`src/logic/sdp_pkg.sv`:
```
`default_nettype none
package sdp_pkg;

    // ==========================================
    // Serial timing, in bus-clock ticks
    localparam int SAMPLE_TICKS = 9;
    localparam int BIT_TICKS    = 16;
    localparam int DRIVE_TICKS  = BIT_TICKS - 3;  // Pin released before next bit
    localparam int STEAL_TICKS  = 8;              // Wait for a free bus cycle
    localparam int SYS_DIV      = 2;              // System clock to bus clock

    // ==========================================
    // Widths and buffering
    localparam int DATA_W     = 16;
    localparam int OP_W       = 8;
    localparam int FIFO_DEPTH = 32;

    // ==========================================
    // Command opcodes
    localparam logic [7:0] OP_BACKGROUND    = 8'h90;
    localparam logic [7:0] OP_READ_DBG_BYTE = 8'he4;
    localparam logic [7:0] OP_READ_DBG_WORD = 8'hec;
    localparam logic [7:0] OP_READ_WORD     = 8'he8;
    localparam logic [7:0] OP_ENABLE_FW     = 8'hc4;

    // ==========================================
    // Debug status byte
    localparam logic [15:0] STATUS_ADDR   = 16'hff01;
    localparam int          FW_ENABLE_BIT = 7;
    localparam int          BG_ACTIVE_BIT = 6;
    localparam logic        FW_RESET      = 1'h0;

    // ==========================================
    // Command sequencer states
    typedef enum logic [2:0] {
        ST_OPCODE,
        ST_ADDR,
        ST_WDATA,
        ST_MEM,
        ST_MEMWAIT,
        ST_LOAD,
        ST_SEND
    } sdp_state_type;

endpackage
`default_nettype wire

```
`src/logic/sdp_debug_port.sv`:
```
// Summary of operation
// - After a host falling edge the port waits nine bus ticks and samples the pin.
// - Opcode, address and data move most significant bit first, 16 bus ticks per bit.
// - The bus clock timing the protocol is the system clock divided by two.
// - One pin carries both directions and bit timing restarts on each bit's edge.
// - Memory commands are accepted while user code runs.
// - Accesses use a free bus cycle, or after a bounded wait steal one and stall the CPU.
// - Opcode 90 requests halt only when firmware is enabled, else it is ignored.
// - Opcode E4 takes an address and returns the byte on the low or high half by parity.
// - Opcode EC reads a word in the debug map at a word-aligned address.
// - A byte read of FF01 reports firmware enable and whether background mode is active.
// - Opcode E8 reads a word with the debug map switched out, word aligned.
// - Opcode C4 takes a data byte, ignores its value and sets the status byte's top bit.
`timescale 1ns/1ns
`default_nettype none
module sdp_debug_port
    import sdp_pkg::*;
(
    input  wire logic        mclk,
    input  wire logic        rst_b,
    input  wire logic        ce,
    input  wire logic        pinIn,
    output logic             pinOut,
    output logic             pinOe,
    input  wire logic        busIdle,
    input  wire logic        bgActive,
    output logic             memReq,
    output logic      [15:0] memAddr,
    output logic             memDebugMap,
    input  wire logic        memRdValid,
    input  wire logic [15:0] memRdData,
    output logic             stallCpu,
    output logic             haltReq
);
    sdp_state_type state_q;
    sdp_state_type state_d;
    logic          busTick_q;
    logic          tick;
    logic [15:0]   shift_q;
    logic [4:0]    bitsLeft_q;
    logic [7:0]    opcode_q;
    logic [15:0]   addr_q;
    logic          fwEnable_q;
    logic          haltReq_q;
    logic [3:0]    stealCnt_q;
    logic          stealDue;
    logic          bitDone;
    logic          rxBit;
    logic          lastBit;
    logic          statusHit;
    logic          fifoInValid;
    logic          fifoInReady;
    logic [15:0]   fifoInData;
    logic          fifoOutValid;
    logic          fifoOutReady;
    logic [15:0]   fifoOutData;
    logic [7:0]    statusByte;
    logic [15:0]   rdMasked;

    // ==========================================
    // Bus clock enable at half the system clock
    always_ff @(posedge mclk)
    begin
        if (!rst_b)
        begin
            busTick_q <= 1'h0;
        end
        else if (ce)
        begin
            busTick_q <= !busTick_q;
        end
    end

    assign tick = busTick_q && ce;

    // ==========================================
    // Serial bit timing and pin drive
    sdp_bit_engine u_bit (
        .mclk    (mclk),
        .rst_b   (rst_b),
        .ce      (ce),
        .busTick (tick),
        .pinIn   (pinIn),
        .pinOut  (pinOut),
        .pinOe   (pinOe),
        .txMode  (state_q == ST_SEND),
        .txBit   (shift_q[DATA_W-1]),
        .bitDone (bitDone),
        .rxBit   (rxBit)
    );

    // ==========================================
    // Read data buffer between memory and shifter
    sdp_fifo #(
        .WIDTH (DATA_W),
        .DEPTH (FIFO_DEPTH)
    ) u_fifo (
        .mclk     (mclk),
        .rst_b    (rst_b),
        .ce       (ce),
        .inValid  (fifoInValid),
        .inReady  (fifoInReady),
        .inData   (fifoInData),
        .outValid (fifoOutValid),
        .outReady (fifoOutReady),
        .outData  (fifoOutData)
    );

    // ==========================================
    // Status byte and read data shaping
    assign statusByte = {fwEnable_q, bgActive, 6'h00};
    assign statusHit  = opcode_q == OP_READ_DBG_BYTE && addr_q == STATUS_ADDR;
    assign rdMasked   = (opcode_q != OP_READ_DBG_BYTE) ? memRdData :
                        addr_q[0] ? {8'h00, memRdData[7:0]} :
                        {memRdData[15:8], 8'h00};
    assign fifoInValid = (state_q == ST_MEM && statusHit)
                         || (state_q == ST_MEMWAIT && memRdValid);
    assign fifoInData  = (state_q == ST_MEM) ? {8'h00, statusByte} : rdMasked;
    assign fifoOutReady = state_q == ST_LOAD;
    assign lastBit      = bitDone && bitsLeft_q == 5'h01;

    // Steal a cycle once the free-cycle wait runs out
    assign stealDue = stealCnt_q == 4'(STEAL_TICKS);
    assign memReq   = state_q == ST_MEM && !statusHit && fifoInReady
                      && tick && (busIdle || stealDue);
    assign stallCpu = memReq && !busIdle;
    assign haltReq  = haltReq_q;

    // ==========================================
    // Command sequencer
    always_comb
    begin
        state_d = state_q;
        case (state_q)
            ST_OPCODE:
            begin
                if (lastBit)
                begin
                    if (!rxBit && (shift_q[6:0] == OP_READ_DBG_BYTE[7:1]
                        || shift_q[6:0] == OP_READ_DBG_WORD[7:1]
                        || shift_q[6:0] == OP_READ_WORD[7:1]))
                    begin
                        state_d = ST_ADDR;
                    end
                    else if (shift_q[6:0] == OP_ENABLE_FW[7:1] && !rxBit)
                    begin
                        state_d = ST_WDATA;
                    end
                end
            end
            ST_ADDR:
            begin
                if (lastBit)
                begin
                    state_d = ST_MEM;
                end
            end
            ST_WDATA:
            begin
                if (lastBit)
                begin
                    state_d = ST_OPCODE;
                end
            end
            ST_MEM:
            begin
                if (statusHit && fifoInReady)
                begin
                    state_d = ST_LOAD;
                end
                else if (memReq)
                begin
                    state_d = ST_MEMWAIT;
                end
            end
            ST_MEMWAIT:
            begin
                if (memRdValid)
                begin
                    state_d = ST_LOAD;
                end
            end
            ST_LOAD:
            begin
                if (fifoOutValid)
                begin
                    state_d = ST_SEND;
                end
            end
            default:
            begin
                if (lastBit)
                begin
                    state_d = ST_OPCODE;
                end
            end
        endcase
    end

    // State register
    always_ff @(posedge mclk)
    begin
        if (!rst_b)
        begin
            state_q <= ST_OPCODE;
        end
        else if (ce)
        begin
            state_q <= state_d;
        end
    end

    // Shift register, most significant bit first both ways
    always_ff @(posedge mclk)
    begin
        if (!rst_b)
        begin
            shift_q <= 16'h0000;
        end
        else if (ce)
        begin
            if (state_q == ST_LOAD && fifoOutValid)
            begin
                shift_q <= fifoOutData;
            end
            else if (bitDone)
            begin
                shift_q <= {shift_q[14:0], rxBit};
            end
        end
    end

    // Bits remaining in the current field
    always_ff @(posedge mclk)
    begin
        if (!rst_b)
        begin
            bitsLeft_q <= 5'(OP_W);
        end
        else if (ce)
        begin
            if (lastBit || state_d != state_q)
            begin
                bitsLeft_q <= (state_d == ST_OPCODE || state_d == ST_WDATA)
                              ? 5'(OP_W) : 5'(DATA_W);
            end
            else if (bitDone)
            begin
                bitsLeft_q <= bitsLeft_q - 5'h01;
            end
        end
    end

    // Latch opcode and address as fields complete
    always_ff @(posedge mclk)
    begin
        if (!rst_b)
        begin
            opcode_q <= 8'h00;
            addr_q   <= 16'h0000;
        end
        else if (ce && lastBit)
        begin
            if (state_q == ST_OPCODE)
            begin
                opcode_q <= {shift_q[6:0], rxBit};
            end
            if (state_q == ST_ADDR)
            begin
                addr_q <= {shift_q[14:0], rxBit};
            end
        end
    end

    // Memory address and map select
    always_ff @(posedge mclk)
    begin
        if (!rst_b)
        begin
            memAddr     <= 16'h0000;
            memDebugMap <= 1'h1;
        end
        else if (ce && state_q == ST_ADDR && lastBit)
        begin
            memAddr     <= {shift_q[14:0], 1'h0};
            memDebugMap <= opcode_q != OP_READ_WORD;
        end
    end

    // Free-cycle wait counter
    always_ff @(posedge mclk)
    begin
        if (!rst_b)
        begin
            stealCnt_q <= 4'h0;
        end
        else if (ce)
        begin
            if (state_q != ST_MEM)
            begin
                stealCnt_q <= 4'h0;
            end
            else if (tick && !stealDue)
            begin
                stealCnt_q <= stealCnt_q + 4'h1;
            end
        end
    end

    // Firmware enable and halt request
    always_ff @(posedge mclk)
    begin
        if (!rst_b)
        begin
            fwEnable_q <= FW_RESET;
            haltReq_q  <= 1'h0;
        end
        else if (ce)
        begin
            haltReq_q <= state_q == ST_OPCODE && lastBit && fwEnable_q
                         && {shift_q[6:0], rxBit} == OP_BACKGROUND;
            if (state_q == ST_WDATA && lastBit)
            begin
                fwEnable_q <= 1'h1;
            end
        end
    end

    // ==========================================
    // Checks
    chk_bus_tick_half : assert property (@(posedge mclk) disable iff (!rst_b)
        (ce && busTick_q) |=> !busTick_q) else $error("bus tick not halved");
    chk_halt_gated : assert property (@(posedge mclk) disable iff (!rst_b)
        haltReq |-> fwEnable_q) else $error("halt without firmware enable");
    chk_fw_set : assert property (@(posedge mclk) disable iff (!rst_b)
        (ce && state_q == ST_WDATA && lastBit) |=> fwEnable_q && state_q == ST_OPCODE)
        else $error("enable write did not set top bit");
    chk_word_align : assert property (@(posedge mclk) disable iff (!rst_b)
        memReq |-> !memAddr[0]) else $error("unaligned memory request");
    chk_normal_map : assert property (@(posedge mclk) disable iff (!rst_b)
        memReq |-> memDebugMap == (opcode_q != OP_READ_WORD))
        else $error("wrong map on read");
    chk_steal_bound : assert property (@(posedge mclk) disable iff (!rst_b)
        stallCpu |-> stealDue && memReq) else $error("cpu stalled before wait ran out");
    chk_msb_first : assert property (@(posedge mclk) disable iff (!rst_b)
        (ce && state_q == ST_LOAD && fifoOutValid) |=> shift_q[15] == $past(fifoOutData[15]))
        else $error("data not sent msb first");
    chk_status_read : assert property (@(posedge mclk) disable iff (!rst_b)
        (ce && state_q == ST_MEM && statusHit && fifoInReady) |-> !memReq
        && fifoInData[7] == fwEnable_q) else $error("status read wrong");

    cov_status_read : cover property (@(posedge mclk) state_q == ST_MEM && statusHit);
    cov_cycle_steal : cover property (@(posedge mclk) stallCpu);
    cov_halt : cover property (@(posedge mclk) haltReq);

endmodule
`default_nettype wire

```
`src/logic/sdp_fifo.sv`:
```
`timescale 1ns/1ns
`default_nettype none
module sdp_fifo
    import sdp_pkg::*;
#(
    parameter int WIDTH = DATA_W,
    parameter int DEPTH = FIFO_DEPTH
)
(
    input  wire logic             mclk,
    input  wire logic             rst_b,
    input  wire logic             ce,
    input  wire logic             inValid,
    output logic                  inReady,
    input  wire logic [WIDTH-1:0] inData,
    output logic                  outValid,
    input  wire logic             outReady,
    output logic      [WIDTH-1:0] outData
);
    localparam int AW = $clog2(DEPTH);

    logic [WIDTH-1:0] mem [DEPTH];
    logic [AW-1:0]    wrPtr_q;
    logic [AW-1:0]    rdPtr_q;
    logic [AW:0]      count_q;
    logic             push;
    logic             pop;

    // ==========================================
    // Handshake and flags
    assign inReady  = count_q != (AW+1)'(DEPTH);
    assign outValid = count_q != '0;
    assign push     = ce && inValid && inReady;
    assign pop      = ce && outValid && outReady;
    assign outData  = mem[rdPtr_q];

    // Storage
    always_ff @(posedge mclk)
    begin
        if (push)
        begin
            mem[wrPtr_q] <= inData;
        end
    end

    // Pointers and occupancy
    always_ff @(posedge mclk)
    begin
        if (!rst_b)
        begin
            wrPtr_q <= '0;
            rdPtr_q <= '0;
            count_q <= '0;
        end
        else
        begin
            if (push)
            begin
                wrPtr_q <= (wrPtr_q == AW'(DEPTH-1)) ? '0 : wrPtr_q + 1'b1;
            end
            if (pop)
            begin
                rdPtr_q <= (rdPtr_q == AW'(DEPTH-1)) ? '0 : rdPtr_q + 1'b1;
            end
            count_q <= count_q + (AW+1)'(push) - (AW+1)'(pop);
        end
    end

    chk_fifo_no_overrun : assert property (@(posedge mclk) disable iff (!rst_b)
        count_q <= (AW+1)'(DEPTH)) else $error("fifo occupancy above depth");

endmodule
`default_nettype wire

```
`src/logic/sdp_bit_engine.sv`:
```
`timescale 1ns/1ns
`default_nettype none
module sdp_bit_engine
    import sdp_pkg::*;
(
    input  wire logic mclk,
    input  wire logic rst_b,
    input  wire logic ce,
    input  wire logic busTick,
    input  wire logic pinIn,
    output logic      pinOut,
    output logic      pinOe,
    input  wire logic txMode,
    input  wire logic txBit,
    output logic      bitDone,
    output logic      rxBit
);
    logic       pinMeta_q;
    logic       pinSync_q;
    logic       pinPrev_q;
    logic       active_q;
    logic [3:0] tickCnt_q;
    logic       drive_q;
    logic       level_q;
    logic       bitDone_q;
    logic       rxBit_q;
    logic       fallEdge;
    logic       sampleNow;
    logic       windowEnd;

    assign fallEdge  = pinPrev_q && !pinSync_q;
    assign sampleNow = active_q && busTick && tickCnt_q == 4'(SAMPLE_TICKS-1);
    assign windowEnd = active_q && busTick && tickCnt_q == 4'(DRIVE_TICKS-1);
    assign pinOut    = level_q;
    assign pinOe     = drive_q;
    assign bitDone   = bitDone_q;
    assign rxBit     = rxBit_q;

    // ==========================================
    // Pin synchroniser, idles high
    always_ff @(posedge mclk)
    begin
        if (!rst_b)
        begin
            pinMeta_q <= 1'h1;
            pinSync_q <= 1'h1;
            pinPrev_q <= 1'h1;
        end
        else if (ce)
        begin
            pinMeta_q <= pinIn;
            pinSync_q <= pinMeta_q;
            pinPrev_q <= pinSync_q;
        end
    end

    // Bit window restarts on each host falling edge that arrives while no window is open
    always_ff @(posedge mclk)
    begin
        if (!rst_b)
        begin
            active_q  <= 1'h0;
            tickCnt_q <= 4'h0;
        end
        else if (ce)
        begin
            if (!active_q && fallEdge)
            begin
                active_q  <= 1'h1;
                tickCnt_q <= 4'h0;
            end
            else if (windowEnd)
            begin
                active_q <= 1'h0;
            end
            else if (active_q && busTick)
            begin
                tickCnt_q <= tickCnt_q + 4'h1;
            end
        end
    end

    // Sample the pin nine bus ticks after the edge
    always_ff @(posedge mclk)
    begin
        if (!rst_b)
        begin
            bitDone_q <= 1'h0;
            rxBit_q   <= 1'h0;
        end
        else if (ce)
        begin
            bitDone_q <= sampleNow;
            if (sampleNow)
            begin
                rxBit_q <= pinSync_q;
            end
        end
    end

    // Drive the outgoing bit, release before the next one
    always_ff @(posedge mclk)
    begin
        if (!rst_b)
        begin
            drive_q <= 1'h0;
            level_q <= 1'h1;
        end
        else if (ce)
        begin
            if (!active_q && fallEdge && txMode)
            begin
                drive_q <= 1'h1;
                level_q <= txBit;
            end
            else if (windowEnd)
            begin
                drive_q <= 1'h0;
            end
        end
    end

    chk_sample_point : assert property (@(posedge mclk) disable iff (!rst_b)
        bitDone_q |-> $past(active_q) && $past(tickCnt_q) == 4'(SAMPLE_TICKS-1)
        && $past(busTick)) else $error("bit sampled at wrong tick");
    chk_pin_release : assert property (@(posedge mclk) disable iff (!rst_b)
        (ce && windowEnd) |=> !pinOe ##1 !pinOe) else $error("pin held past window");
    chk_edge_realign : assert property (@(posedge mclk) disable iff (!rst_b)
        (ce && !active_q && fallEdge) |=> active_q && tickCnt_q == 4'h0)
        else $error("bit window not restarted");

endmodule
`default_nettype wire

```
`config.mk`:
```
export PLATFORM = sky130hd
export DESIGN_NAME = sdp_debug_port
export DESIGN_NICKNAME = d
export VERILOG_FILES = /design/src/logic/sdp_pkg.sv /design/src/logic/sdp_debug_port.sv /design/src/logic/sdp_fifo.sv /design/src/logic/sdp_bit_engine.sv
export SDC_FILE = /design/constraint.sdc
export NUM_CORES = 1
export LEC_CHECK = 0
export ABC_AREA = 1
export CORE_MARGIN = 2
export CORE_UTILIZATION = 60
export DETAILED_ROUTE_END_ITERATION = 12
export DONT_BUFFER_PORTS = 1
export PLACE_DENSITY = 0.86
export SYNTH_ARGS = -nofsm -noshare
export SYNTH_HDL_FRONTEND = slang
export SYNTH_SLANG_ARGS = --single-unit
export TNS_END_PERCENT = 50
```
`constraint.sdc`:
```
create_clock -name mclk -period 4.3 [get_ports mclk]
set_input_delay 0.215 -clock mclk [delete_from_list [all_inputs] [get_ports mclk]]
set_output_delay 0.215 -clock mclk [all_outputs]
set_load 0.005 [all_outputs]
```
-- Yosys cells after proc, flatten, opt, wreduce, memory -nomap -nowiden
Memories as Yosys holds them, arrays and structs flattened. A register that Yosys moved wholly into a read port is not among the register bits.
Index checks and enable logic that the tools add are counted.
- flip-flop bits (word level): 99
- bits of input ports: 23
- bits in writable memories: 512
- output and inout port bits: 22
- word-level logic and storage cells: 154
- memories: 1
- mux-type cells: 32
- reductions and logical operators: 65
- equal/unequal tests: 26
- add/subtract/negate cells: 7
- memories (name ; words ; bits a word ; rd ports ; clocked after Yosys merged registers in ; wr ports ; RTL line ; source):
    u_fifo.mem ; 32 ; 16 ; 1 ; 1 ; 1 ; sdp_fifo.sv:22 ; logic [WIDTH-1:0] mem [DEPTH];
- operators with widths (cell ; number):
    $mux W16 ; 5
    $mux W5 ; 7
    $logic_and A1 B1 Y1 ; 32
    $eq A7 B7 Y1 const B ; 4
    $mux W3 ; 9
    $mux W4 ; 5
    $reduce_and A2 Y1 ; 10
    $eq A16 B16 Y1 const B ; 1
    $eq A8 B8 Y1 const B ; 2
    $ne A8 B8 Y1 const B ; 2
    $pmux W3 S5 ; 1
    $eq A4 B4 Y1 const B ; 3
    $reduce_bool A2 Y1 ; 6
    $add A5 B1 Y5 const B ; 2
    $eq A5 B5 Y1 const B ; 2
    $eq A3 B2 Y1 const B ; 3
    $eq A3 B3 Y1 const B ; 3
    $add A4 B1 Y4 const B ; 2
    $logic_not A1 Y1 ; 7
    $add A6 B1 Y6 ; 1
    $logic_not A3 Y1 ; 2
    $logic_or A1 B1 Y1 ; 6
    $ne A6 B6 Y1 const B ; 1
    $reduce_bool A6 Y1 ; 1
    other kinds (9) ; 13

-- Depth between registers and ports, before layout
- word-level depth: 14
- mapped depth: 20
- mapped depth without buffers: 20

-- Modules after synthesis
Synthesis repeated with hierarchy kept, for this count alone.
- cell total of the unflattened synthesis: 2488
- area, all modules: 26126.3 µm²
- modules (own cells, without submodules) (module ; cells each ; sequential area each (µm²) ; area an instance (µm²) ; times used):
    sdp_fifo ; 1908 ; 15795.1 ; 22093.7 ; 1
    sdp_debug_port ; 496 ; 1421.4 ; 3412.0 ; 1
    sdp_bit_engine ; 84 ; 240.2 ; 620.6 ; 1

-- Least setup slack after synthesis
OpenSTA, ideal clock, no wires.
- path type: flip-flop to flip-flop
- start: register u_fifo.count_q[2]
- end: memory u_fifo.mem[23][0] in the netlist's numbering, enable pin
- required time: 3.891 ns
- slack: 1.394 ns
- stages on the path, launching flop included: 12
- arrival: 2.496 ns
- cell sequence: dfxtp_1 -> inv_1 -> ha_1 -> nand4_1 -> nand4_1 -> inv_1 -> nand2_1 -> o21ai_1 -> nand2_2 -> inv_2 -> nand3_1 -> nor3_1
- longest elaborated chain between the ends: 4
- ends and longest elaborated chain (item ; RTL line ; source):
    start: declaration ; sdp_fifo.sv:25 ; logic [AW:0] count_q;
    start signal: assignment ; sdp_fifo.sv:65 ; count_q <= count_q + (AW+1)'(push) - (AW+1)'(pop);
    $ne A6 B6 Y1 ; sdp_fifo.sv:31 ; assign inReady = count_q != (AW+1)'(DEPTH);
    $logic_and A1 B1 Y1 ; sdp_fifo.sv:33 ; assign push = ce && inValid && inReady;
    net u_fifo.push ; sdp_fifo.sv:26 ; logic push;
    $mux W1 ; sdp_fifo.sv:40 ; if (push)
    $mux W1 (not written as such) ; sdp_fifo.sv:42 ; mem[wrPtr_q] <= inData;
    end: declaration ; sdp_fifo.sv:22 ;
The timed path passes the listed nets, and every way through them passes these cells.

-- Worst setup path in the final report
- start: register state_q[0]
- end: memory u_fifo.mem[27][7] in the netlist's numbering (data pin)
- longest elaborated chain between the ends: 2
- ends and longest elaborated chain (item ; RTL line ; source):
    start: declaration ; sdp_debug_port.sv:35 ; sdp_state_type state_q;
    start signal: assignment ; sdp_debug_port.sv:209 ; state_q <= state_d;
    $eq A3 B2 Y1 ; sdp_debug_port.sv:118 ; assign fifoInData = (state_q == ST_MEM) ? {8'h00, statusByte} : rdMasked;
    $mux W16 ; sdp_debug_port.sv:118 ;
    net fifoInData[7] ; sdp_debug_port.sv:53 ; logic [15:0] fifoInData;
The timed path passes the listed nets, and every way through them passes these cells.

==> results.md <==
Layout:
- The share of post-route cells with drive strength above 1 is 0.07714.
- The library cell used most frequently in the layout, excluding fill and tap cells, is edfxtp_1.
- After the flow finishes, the layout carries non-filler instances totaling 2,672.
- The final net count is 2,140.
- In the layout the commonest cells are edfxtp_1 (512), nor2_1 (364), o21ai_0 (320).
- For this run, the share of the core covered by cells in the final layout is 0.6669.
- The signed area change from the synthesized netlist to the final layout is 9.610%.

Routing:
- After the first detailed-routing iteration, the DRC count stood at 3,011.
- The number of vias after detailed routing is 17,600.
- The count of unresolved DRC violations after routing is 0.
- The vias per cell is 6.588.
- After detailed routing, the average wire length per cell comes to 23.92 um.
- The number of detailed-routing iterations run before antenna repair is 8.
- The routed design has 63,920 um of wire.
- The count of nets left with antenna violations once routing finished came out at 0.

Critical path:
- The worst reg2reg path endpoint is u_fifo.mem[27][7]$_DFFE_PP_.
- The largest delay contributor family on the critical path is compound AO/OA/AOI/OAI gates.
- The signal on the critical path passes through nand2_4 -> nor2_8 -> clkinv_1 -> o21ai_2.
- The setup slack of the most critical reg-to-reg path is 1310 ps.
- The number of buffers and inverters on the critical path is 1.
- The type of element capturing the critical path is a register.
- The biggest cell delay along the critical path is 1210 ps.
- The cell with the largest stage delay on the worst path is o21ai_2.
- The critical path starts at state_q[0]$_SDFFE_PN0P_.
- The cell count of the worst reg-to-reg path is 4.
- In this run the critical register-to-register path is launched from state_q[0]$_SDFFE_PN0P_.
- Data arrives at the worst endpoint at 3230 ps.
- STA classifies the critical path startpoint as a register.
- The maximum net fanout on the critical path is 32.
- The required time reported for the critical path endpoint is 4530 ps.
- The worst setup path is of the reg -> reg kind.

Placement:
- The detailed placer's ending HPWL is 36,650 um.
- The count of buffers inserted at the top-level ports is 0.
- Routability-driven placement finished with a final weighted congestion of 0.9318.
- The number of placed instances, taps included, is 2,564.

Yosys:
- The number of distinct standard cells referenced by the synthesized netlist is 36.
- The commonest register cell after synthesis is edfxtp_1.
- Synthesis inferred 616 register bits.
- Counting flops with an async set or reset pin after synthesis yields a share of 0.
- Counting every net in the synthesized netlist gives 2,156.
- The synthesized netlist occupies a cell area of 24,840 um2.
- Yosys printed 0 warnings.
- The number of instances in the synthesized netlist is 2,110.
- The post-synthesis sequential area ratio is 0.7027.
- Dividing the synthesized area by the synthesized cell count gives 11.77 um2.
- The number of synthesized flops with an enable pin is 512.

STA:
- Setup repair after global routing left no endpoint under its margin.
- At the pin with the least slew margin, the transition time is 1271 ps.
- Of the available clock period, the critical path in the final layout requires 0.6962.
- The time the worst path needs with I/O delays and setup is 2993 ps.
- Summed over all failing endpoints, the final setup total negative slack is 0 ps.
- Setup violations remaining at the end of the flow were counted as 0.
- On the final layout, the worst clock skew is 29.42 ps.
- The number of pins with negative max-slew slack in the final report came to 0.
- Based on the critical path, the design can be clocked at up to 0.3341 GHz.
- Measured against its own limit, the worst slew margin works out to 0.1516.
- The final hold violation count came to 0.

Die:
- The initialized floorplan defines 74 standard-cell rows.
- The height of the chip is 207.5 um.
- The initial core utilization is 0.6084.
- The die covers 43,050 um2.
- The core region is 40,830 um2.
- 45 I/O pins were placed.
- The floorplan step set the die width to 207.5 um.

Power:
- Cell internal power was estimated by the tool at 9.255 mW.
- The share of total power dissipated in the clock network is 0.409.
- The net switching component of the power is 2.475 mW.
- The leakage component of the power is 9.181 nW.
- The switching fraction of total power is 0.2110.
- IR analysis of the VDD net gives a maximum drop of 316.3 uV.
- The share of total power dissipated in sequential elements is 0.556.
- Dividing total power by cell area gives a power density of 430.8 nW/um2.
- The combinational cell fraction of total power is 0.034.
- The post-layout total power is 11.73 mW.

Clocking:
- Clock-pin slew was measured on the worst setup and hold paths at 60 ps.
- The clock tree from TritonCTS is yes.
- CTS saw 616 sinks.
- The H-tree depth is 2.
- The clock tree root buffer cell is clkbuf_16.
- The quantity of hold-fixing buffers added after cts is 4.
- At the later pin of the worst-skew pair, clock insertion delay measures 630 ps.
- The number of buffers created by CTS is 56.
- The buffer count from post-CTS setup fixing is 0.
- The worst-case clock buffer depth is 3.
- Post-CTS repair changed the size of 0 cells.

GRT:
- After global routing the overflow that remains totals 0.
- The via count of the first global-routing pass is 17,120.
- For this run, the total global-route usage over all layers was measured as 0.2901.
- The first global-routing pass estimated 96,260 um of wire.
- Entering global routing, the biggest net connects 129 pins.
- The initial antenna violation count is 2.

Flow run:
- Max-cap violations in this run came to 0.

Worst hold path:
- The startpoint of the worst hold path is rst_b.
- The worst min-delay path category is in -> reg.
- The worst hold endpoint is haltReq$_SDFFE_PN0P_.
- Counting instances, the worst hold path has a depth of 2.

Run status:
- The run finished with clean final reports.
[layout make-up]
type                    instances  area [um2]
multi-input cells            1262        6457
inverters                     103       392.9
repair buffers                 55       495.5
fillers                      2669       13600
clock buffers                  72        1554
well taps                     532       665.6
flip-flops and latches        616       17470
diodes                          1       2.502
clock inverters                31       196.4
[power by group through the flow]
stage | clock network [mW] | logic [mW] | registers [mW]
finish | 4.80 | 0.402 | 6.53
global route | 5.03 | 0.440 | 6.53
CTS | 4.83 | 0.395 | 6.52
detailed placement | 0 | 0.380 | 6.65
global placement | 0 | 0.357 | 6.65
floorplan | 0 | 0.269 | 6.64
[Yosys cell counts, types with 5 or more instances]
library cell | n | area, um2
edfxtp_1 | 512 | 15370
nor2_1 | 364 | 1366
o21ai_0 | 321 | 1607
nand2_1 | 133 | 499.2
nand3_1 | 126 | 630.6
dfxtp_1 | 104 | 2082
o221ai_1 | 98 | 858.3
inv_1 | 93 | 349.1
a21oi_1 | 82 | 410.4
clkbuf_1 | 78 | 292.8
buf_2 | 35 | 175.2
o22ai_1 | 27 | 168.9
ha_1 | 22 | 275.3
nor3_1 | 15 | 75.07
o21ai_1 | 14 | 70.07
o211ai_1 | 13 | 97.59
buf_4 | 10 | 75.07
nand4_1 | 9 | 56.30
nand2_2 | 8 | 50.05
inv_2 | 7 | 26.28
buf_1 | 6 | 22.52
xor2_1 | 5 | 43.79
[worst max-delay path by stage]
stage | end | slack, ps | cells past startpoint
after floorplan | u_fifo.mem[23][0]$_DFFE_PP_ | 1390 | 11
after global placement | u_fifo.count_q[4]$_SDFF_PN0_ | 1560 | 18
after detailed placement | u_fifo.mem[25][7]$_DFFE_PP_ | 1470 | 4
after CTS | u_fifo.mem[28][7]$_DFFE_PP_ | 1420 | 4
after global routing | u_fifo.mem[16][7]$_DFFE_PP_ | 1160 | 4
final | u_fifo.mem[27][7]$_DFFE_PP_ | 1310 | 4
[sequential cells by signal (all words and copies together) (netlist names), 5 cells and up, named ones only]
name / flops
u_fifo.wrPtr_q: 5
opcode_q: 8
u_fifo.mem: 512
bitsLeft_q: 5
addr_q: 16
u_fifo.rdPtr_q: 5
memAddr: 15
u_fifo.count_q: 6
shift_q: 16
[metal layers]
metal | global-route usage | up-vias | wire length (um)
li1 | - | 7652 | -
met1 | 0.3743 | 8379 | 22620
met5 | 0 | - | 13
met3 | 0.07080 | 220 | 8113
met2 | 0.4559 | 1350 | 30060
met4 | 0.1603 | 2 | 3111
[metrics by stage]
step	worst slack [ps]	hold slack [ps]	area, um2
after global routing	1159	48.81	27230
after floorplan	1394	341.3	24840
final	1307	33.60	27230
after detailed placement	1467	306.6	25430
after CTS	1421	6.837	27230
after global placement	1561	303.0	25430
[logic make-up after synthesis]
kind of cell,synth area share
buffers and inverters,0.03833
and+or+nand+nor,0.1139
muxes,0.0004029
AOI/OAI and AO/OA,0.1309
adders and majority gates,0.01189
DFF,0.7027
other,0.0001510
xor gates and xnor gates,0.001763
Power figures use the tool's default switching activity.
